`config.mk`:
```
export PLATFORM = sky130hd
export DESIGN_NAME = wdt_top
export DESIGN_NICKNAME = d
export VERILOG_FILES = /design/src/inc/wdt_pkg.sv /design/src/design/wdt_div.sv /design/src/design/wdt_top.sv
export VERILOG_INCLUDE_DIRS = /design/src /design/src/inc
export SDC_FILE = /design/constraint.sdc
export NUM_CORES = 1
export LEC_CHECK = 0
export BUFFER_PORTS_ARGS = -buffer_cell sky130_fd_sc_hd__buf_2
export CAP_MARGIN = 20
export CORE_ASPECT_RATIO = 0.5
export CORE_MARGIN = 3
export CORE_UTILIZATION = 50
export DETAILED_ROUTE_END_ITERATION = 12
export PLACE_DENSITY = 0.73
export REMOVE_ABC_BUFFERS = 1
export SYNTH_ARGS = -nofsm -noshare
export SYNTH_HDL_FRONTEND = slang
export SYNTH_SLANG_ARGS = --single-unit
```
`constraint.sdc`:
```
create_clock -name ref_clk_in -period 3 [get_ports ref_clk_in]
set_input_delay 0.6 -clock ref_clk_in [delete_from_list [all_inputs] [get_ports ref_clk_in]]
set_output_delay 0.6 -clock ref_clk_in [all_outputs]
set_load 0.01 [all_outputs]
```
`src/inc/wdt_consts.svh`:
```
// constants for the watchdog and periodic tick block
`ifndef WDT_CONSTS_SVH
`define WDT_CONSTS_SVH
`define WDT_CLK_HZ 40000000
`define WDT_MIN_PERIOD_US 15625
`define WDT_CNT_STEPS 256
`define WDT_BASE_CYCLES ((`WDT_CLK_HZ / 1000000 * `WDT_MIN_PERIOD_US) / `WDT_CNT_STEPS)
`define WDT_TICK_PRE 2'h3
`define WDT_CNT_MAX 8'hFF
`define WDT_CNT_RST 8'h00
`define WDT_KEY_OK 8'hA5
`define WDT_RATE_LSB 0
`define WDT_RATE_MSB 2
`define WDT_RATE_RST 3'h0
`define WDT_CHECK_LSB 3
`define WDT_CHECK_MSB 5
`define WDT_CHECK_OK 3'h5
`define WDT_PRE_ALL 6'h3F
`define WDT_TICK_DIV_RST 12'h000
`endif

```
`src/inc/wdt_pkg.sv`:
```
// types shared by the watchdog and periodic tick block
package wdt_pkg;
  // one register write: strobe plus data byte
  typedef struct packed {
    logic strobe;
    logic [7:0] data;
  } wdt_wr_type;
  // periodic tick configuration write
  typedef struct packed {
    logic strobe;
    logic irq_en;
    logic [11:0] div;
  } wdt_tick_cfg_type;
endpackage

```
`src/design/wdt_div.sv`:
```
// enable-gated rate divider producing one-cycle pulses
`timescale 1ns/1ps
`include "wdt_consts.svh"
module wdt_div #(
  parameter int WIDTH = 12
) (
  // clock and reset
  input wire logic ref_clk_in,
  input wire logic rst_in,
  // rate control
  input wire logic en_in,
  input wire logic [WIDTH-1:0] limit_in,
  // rate output
  output logic pulse_out
);
  logic [WIDTH-1:0] cnt_q; // position within period
  logic [WIDTH-1:0] cnt_d;

  // next count, wrap at limit
  always_comb begin
    cnt_d = cnt_q;
    pulse_out = 1'b0;
    if (en_in) begin
      if (cnt_q >= limit_in) begin
        cnt_d = '0;
        pulse_out = 1'b1;
      end else begin
        cnt_d = cnt_q + 1'b1;
      end
    end
  end

  // register count
  always_ff @(posedge ref_clk_in) begin
    if (rst_in) begin
      cnt_q <= '0;
    end else begin
      cnt_q <= cnt_d;
    end
  end
endmodule

```
`src/design/wdt_top.sv`:
```
// watchdog timer with periodic tick generator
//
// Overview of operation
// seven watchdog overflow periods, 15.63 ms to 1 s
// counter overflow requests a system reset
// correct service key clears watchdog counter
// wrong service key requests immediate reset
// reset origin flag marks watchdog-caused resets
// control writes need check bits 101
// watchdog runs from reset release, no enable
// tick rate 1 to 4096 per second
// tick status pollable without interrupt enabled
// three watchdog, two tick control registers
// tick flag sticky; irq only when enabled
`timescale 1ns/1ps
`include "wdt_consts.svh"
module wdt_top
  import wdt_pkg::*;
#(
  parameter int BASE_CYCLES = `WDT_BASE_CYCLES,
  parameter logic [7:0] SERVICE_KEY = `WDT_KEY_OK
) (
  // clock and resets
  input wire logic ref_clk_in,
  input wire logic rst_in,
  input wire logic por_in,
  // watchdog register writes
  input wire wdt_wr_type key_wr_in,
  input wire wdt_wr_type ctl_wr_in,
  input wire logic origin_clr_in,
  // tick register writes
  input wire wdt_tick_cfg_type tick_cfg_in,
  input wire logic tick_clr_in,
  // watchdog status
  output logic sys_rst_req_out,
  output logic reset_origin_flag_out,
  output logic [7:0] wd_count_out,
  output logic [2:0] wd_rate_out,
  // tick status
  output logic tick_flag_out,
  output logic tick_irq_out
);
  ////////////////////////////////////////////////////////////////////
  // rate dividers
  logic base_en; // base step, 256 per shortest period
  logic tick_base_en; // 4096 Hz tick base
  logic tick_pulse; // one per programmed tick interval
  logic [11:0] tick_div_q; // tick interval minus one, in 4096 Hz tick base periods
  logic [11:0] tick_div_d;
  logic tick_ie_q; // tick interrupt enable
  logic tick_ie_d;

  // clock to watchdog base rate
  wdt_div #(.WIDTH(12)) u_base_div (
    .ref_clk_in(ref_clk_in),
    .rst_in(rst_in),
    .en_in(1'b1),
    .limit_in(12'(BASE_CYCLES - 1)),
    .pulse_out(base_en)
  );

  // watchdog base down to tick base
  wdt_div #(.WIDTH(2)) u_tick_base_div (
    .ref_clk_in(ref_clk_in),
    .rst_in(rst_in),
    .en_in(base_en),
    .limit_in(`WDT_TICK_PRE),
    .pulse_out(tick_base_en)
  );

  // programmable tick interval
  wdt_div #(.WIDTH(12)) u_tick_div (
    .ref_clk_in(ref_clk_in),
    .rst_in(rst_in),
    .en_in(tick_base_en),
    .limit_in(tick_div_q),
    .pulse_out(tick_pulse)
  );

  ////////////////////////////////////////////////////////////////////
  // watchdog control and counter
  logic [2:0] rate_q; // overflow rate select
  logic [2:0] rate_d;
  logic [5:0] pre_q; // base step prescaler
  logic [5:0] pre_d;
  logic [7:0] cnt_q; // watchdog counter
  logic [7:0] cnt_d;
  logic rst_req_q; // reset request pulse
  logic rst_req_d;
  logic [2:0] shift; // log2 of prescale
  logic [5:0] pre_mask; // prescaler bits that must be set
  logic wd_step; // counter advance
  logic key_ok; // service key write accepted
  logic key_bad; // wrong key written
  logic ctl_bad; // check bits wrong
  logic overflow; // counter at end

  // decode writes, rate and overflow
  always_comb begin
    key_ok = key_wr_in.strobe && (key_wr_in.data == SERVICE_KEY);
    key_bad = key_wr_in.strobe && (key_wr_in.data != SERVICE_KEY);
    ctl_bad = ctl_wr_in.strobe &&
      (ctl_wr_in.data[`WDT_CHECK_MSB:`WDT_CHECK_LSB] != `WDT_CHECK_OK);
    // codes 0 and 1 both shortest; 7 gives 64 times slower
    shift = (rate_q == 3'h0) ? 3'h0 : rate_q - 3'h1;
    pre_mask = ~(`WDT_PRE_ALL << shift);
    wd_step = base_en && ((pre_q & pre_mask) == pre_mask);
    overflow = wd_step && (cnt_q == `WDT_CNT_MAX);
  end

  // next watchdog state
  always_comb begin
    rate_d = rate_q;
    pre_d = pre_q;
    cnt_d = cnt_q;
    rst_req_d = key_bad || ctl_bad || overflow;
    // rate taken only from writes with good check bits
    if (ctl_wr_in.strobe && !ctl_bad) begin
      rate_d = ctl_wr_in.data[`WDT_RATE_MSB:`WDT_RATE_LSB];
    end
    if (base_en) begin
      pre_d = pre_q + 6'h01;
    end
    // service clears, else count; wrap after overflow
    if (key_ok) begin
      cnt_d = `WDT_CNT_RST;
      pre_d = '0;
    end else if (overflow) begin
      cnt_d = `WDT_CNT_RST;
    end else if (wd_step) begin
      cnt_d = cnt_q + 8'h01;
    end
  end

  // register watchdog state
  always_ff @(posedge ref_clk_in) begin
    if (rst_in) begin
      rate_q <= `WDT_RATE_RST;
      pre_q <= '0;
      cnt_q <= `WDT_CNT_RST;
      rst_req_q <= 1'b0;
    end else begin
      rate_q <= rate_d;
      pre_q <= pre_d;
      cnt_q <= cnt_d;
      rst_req_q <= rst_req_d;
    end
  end

  ////////////////////////////////////////////////////////////////////
  // reset origin flag, survives system reset
  logic origin_q; // last reset came from watchdog
  logic origin_d;

  // set wins over software clear
  always_comb begin
    origin_d = origin_q;
    if (origin_clr_in) begin
      origin_d = 1'b0;
    end
    if (rst_req_q) begin
      origin_d = 1'b1;
    end
  end

  // cleared by power-on reset or software clear, not by rst_in
  always_ff @(posedge ref_clk_in) begin
    if (por_in) begin
      origin_q <= 1'b0;
    end else begin
      origin_q <= origin_d;
    end
  end

  ////////////////////////////////////////////////////////////////////
  // tick configuration and status
  logic tick_flag_q; // sticky tick status
  logic tick_flag_d;
  logic tick_irq_q; // gated interrupt request
  logic tick_irq_d;

  // next tick state, set wins over clear
  always_comb begin
    tick_div_d = tick_div_q;
    tick_ie_d = tick_ie_q;
    tick_flag_d = tick_flag_q;
    if (tick_cfg_in.strobe) begin
      tick_div_d = tick_cfg_in.div;
      tick_ie_d = tick_cfg_in.irq_en;
    end
    if (tick_clr_in) begin
      tick_flag_d = 1'b0;
    end
    if (tick_pulse) begin
      tick_flag_d = 1'b1;
    end
    tick_irq_d = tick_flag_d && tick_ie_d;
  end

  // register tick state
  always_ff @(posedge ref_clk_in) begin
    if (rst_in) begin
      tick_div_q <= `WDT_TICK_DIV_RST;
      tick_ie_q <= 1'b0;
      tick_flag_q <= 1'b0;
      tick_irq_q <= 1'b0;
    end else begin
      tick_div_q <= tick_div_d;
      tick_ie_q <= tick_ie_d;
      tick_flag_q <= tick_flag_d;
      tick_irq_q <= tick_irq_d;
    end
  end

  // outputs, all from flip-flops
  assign sys_rst_req_out = rst_req_q;
  assign reset_origin_flag_out = origin_q;
  assign wd_count_out = cnt_q;
  assign wd_rate_out = rate_q;
  assign tick_flag_out = tick_flag_q;
  assign tick_irq_out = tick_irq_q;
endmodule

```
==> results.json <==
{
  "status": "finished, final reports clean",
  "layout-drive-gt1-share": 0.180,
  "numCtsBuffers": 9,
  "synth_top_family_by_area": "simple AND/OR/NAND/NOR gates",
  "hold_end": "reset_origin_flag_out",
  "cts_tree": "yes",
  "grt_max_degree": 26,
  "synth_adder_area_share": 0.0780,
  "worstPathArrival_ns": 2.53,
  "synth.distinct_cells": 39,
  "hp-start": "por_in",
  "cp_cell_sequence": "nor4_1, o21ai_2, nand2_2, o31ai_1, o21ba_2",
  "cts_root_buffer": "clkbuf_16",
  "antenna_left": 0,
  "period_minus_slack_ns": 2.32,
  "fmax_mhz": 430,
  "multi_input_area_mm2": 0.00157,
  "first_pass_iters": 4,
  "placed_cell_area_mm2": 0.00319,
  "placedCellCount": 445,
  "start_util": 0.550,
  "dieWidth_um": 113,
  "power.density_mw_per_mm2": 553,
  "slowest_delay_ns": 0.73,
  "fin_area_mm2": 0.00348,
  "endpoint_kind": "register",
  "antenna_found_initial": 0,
  "wl_mm": 6.09,
  "r2r-end": "wd_count_out[7]",
  "ys_warn_count": 0,
  "nFillCells": 447,
  "post-route-util": 0.663,
  "worstMarginPinSlew_ns": 0.772,
  "slew_violations": 0,
  "place_congestion": 0.807,
  "clkLatencyLatePin_ns": 0.32,
  "numClockSinks": 60,
  "overflow": 0,
  "worst_slack_ns": 0.676,
  "hold_ws_ns": 0.431,
  "crit_path_top_delay_cell": "o31ai_1",
  "ys_seq_area_frac": 0.416,
  "synth-simple-area-share": 0.229,
  "drtIter0Drc": 93,
  "grt_pass1_vias": 2324,
  "mostFrequentLayoutCell": "dfxtp_1",
  "peakVddDrop_uv": 412,
  "pre_cts_slack_ns": 0.719,
  "avgViaCountPerCell": 5.43,
  "hold_path.class": "input port to register",
  "critPathLaunchType": "register",
  "finalNonFillerCells": 459,
  "post_cts_resized": 0,
  "fp-row-count": 18,
  "synth_compound_area_frac": 0.0962,
  "worst-path-buf-inv": 0,
  "vias": 2494,
  "path_delay_family": "compound AO/OA/AOI/OAI gates",
  "die_y_um": 59.7,
  "skew_ns": 0.00644,
  "final_cell_mix": "dfxtp_1, nor2_1, buf_2, nand2_1, nand3_1",
  "grt_util_all_layers": 0.189,
  "synth-seq-cells": 60,
  "final_nets": 441,
  "fin_crit_sh": 0.775,
  "antenna_cells_inserted": 0,
  "required_ns": 3.21,
  "rr_worst_depth": 5,
  "synth_xor_area_frac": 0.0728,
  "grt_pass1_wl_mm": 10.1,
  "crit-reg2reg-launch": "u_base_div.cnt_q[6]",
  "rsz0062_at_grt": "false",
  "syn_area_mm2": 0.00289,
  "p_leak_nw": 1.50,
  "core_region_area_mm2": 0.00525,
  "crit_fanout": 13,
  "syn_area_per_cell_um2": 8.59,
  "drv_cap": 0,
  "cts.clk_slew.worst_paths_ns": 0.05,
  "htree_levels": 3,
  "clk_path_buf_depth": 2,
  "finalHoldViolations": 0,
  "rrSetupSlack_ns": 0.68,
  "critPathKind": "register to register",
  "synth_cells": 336,
  "power_mw": 1.92,
  "routedWlPerCell_um": 13.3,
  "area_growth_pct": 20.4,
  "finalSetupTns_ns": 0,
  "numPortBuffers": 49,
  "whs_path_depth": 2,
  "drc_errors": 0,
  "muxShareOfSynthArea": 0.0659,
  "io_pins": 52,
  "die_area_mm2": 0.00678,
  "seqCellArea_mm2": 0.00120,
  "cts_hold_buffers": 0,
  "post_cts_buffers": 0,
  "max-slew-margin-rel": 0.481,
  "setup_viol": 0,
  "hpwl_mm": 4.37
}
==> synthesized netlist by cell type, drive strengths merged <==
library cell	n	area, um^2
a211oi	1	7.51
a21boi	2	15.0
a21oi	14	70.1
a311oi	1	8.76
a31o	2	17.5
a31oi	4	25.0
and2	4	25.0
and3	3	18.8
and4	1	8.76
buf	5	23.8
clkbuf	7	26.3
dfxtp	60	1200
ha	18	225
inv	19	71.3
mux2i	19	190
nand2	23	88.8
nand2b	2	12.5
nand3	21	105
nand4	11	68.8
nor2	57	214
nor2b	2	12.5
nor3	4	20.0
nor4	1	6.26
nor4bb	2	20.0
o21a	1	7.51
o21ai	10	53.8
o21ba	1	10.0
o311ai	1	8.76
o31a	1	8.76
o31ai	6	45.0
or2	1	6.26
or3	4	25.0
or4	4	30.0
xnor2	6	52.6
xor2	18	158
==> report_power, final <==
group | internal, mW | total, mW | switching [mW]
logic | 0.0469 | 0.101 | 0.0540
clock network | 0.675 | 0.997 | 0.322
registers | 0.816 | 0.826 | 0.0103
total | 1.54 | 1.92 | 0.386
==> worst reg2reg max path, delay by kind of cell (launching register included) <==
family / cells / cell delay [ns]
simple gates: 2 / 0.37
flops: 1 / 0.41
compound gates: 3 / 1.44
==> cell type report <==
type / count / share of cell area
flip-flops and latches: 60 / 0.345
inverters: 19 / 0.0205
multi-input cells: 245 / 0.450
clock inverters: 2 / 0.0101
repair buffers: 51 / 0.0748
clock buffers: 12 / 0.0738
well taps: 70 / 0.0252
==> registers in the layout (all words and copies together) (netlist names) <==
register and cells:
reset_origin_flag_out 1, u_tick_div.cnt_q 12, pre_q 6, tick_div_q 12
u_tick_base_div.cnt_q 2, wd_rate_out 3, u_base_div.cnt_q 12, tick_flag_out 1
sys_rst_req_out 1, tick_ie_q 1, tick_irq_out 1, wd_count_out 8
==> routing by layer <==
metal	global-route usage	share of wire
met4	0.0565	0.0094
met3	0.0748	0.037
met2	0.328	0.50
met5	0	0
met1	0.219	0.45
==> logic make-up after synthesis <==
| logic type | after synthesis |
|---|---|
| compound gates | 44 |
| fa+ha+maj | 18 |
| flops | 60 |
| simple gates | 140 |
| xor+xnor | 24 |
| mux | 19 |
| buf+inv | 31 |
==> worst max path at each step <==
stage | endpoint | cells after the start | start | slack, ns
floorplan | u_tick_div.cnt_q[0] | 5 | u_base_div.cnt_q[6] | 0.55
global placement | wd_count_out[7] | 5 | u_base_div.cnt_q[6] | 0.83
detailed placement | wd_count_out[7] | 5 | u_base_div.cnt_q[6] | 0.72
CTS | wd_count_out[7] | 5 | u_base_div.cnt_q[6] | 0.68
global route | wd_count_out[7] | 5 | u_base_div.cnt_q[6] | 0.52
finish | wd_count_out[7] | 5 | u_base_div.cnt_q[6] | 0.68
(Power assumes the default switching activity.)
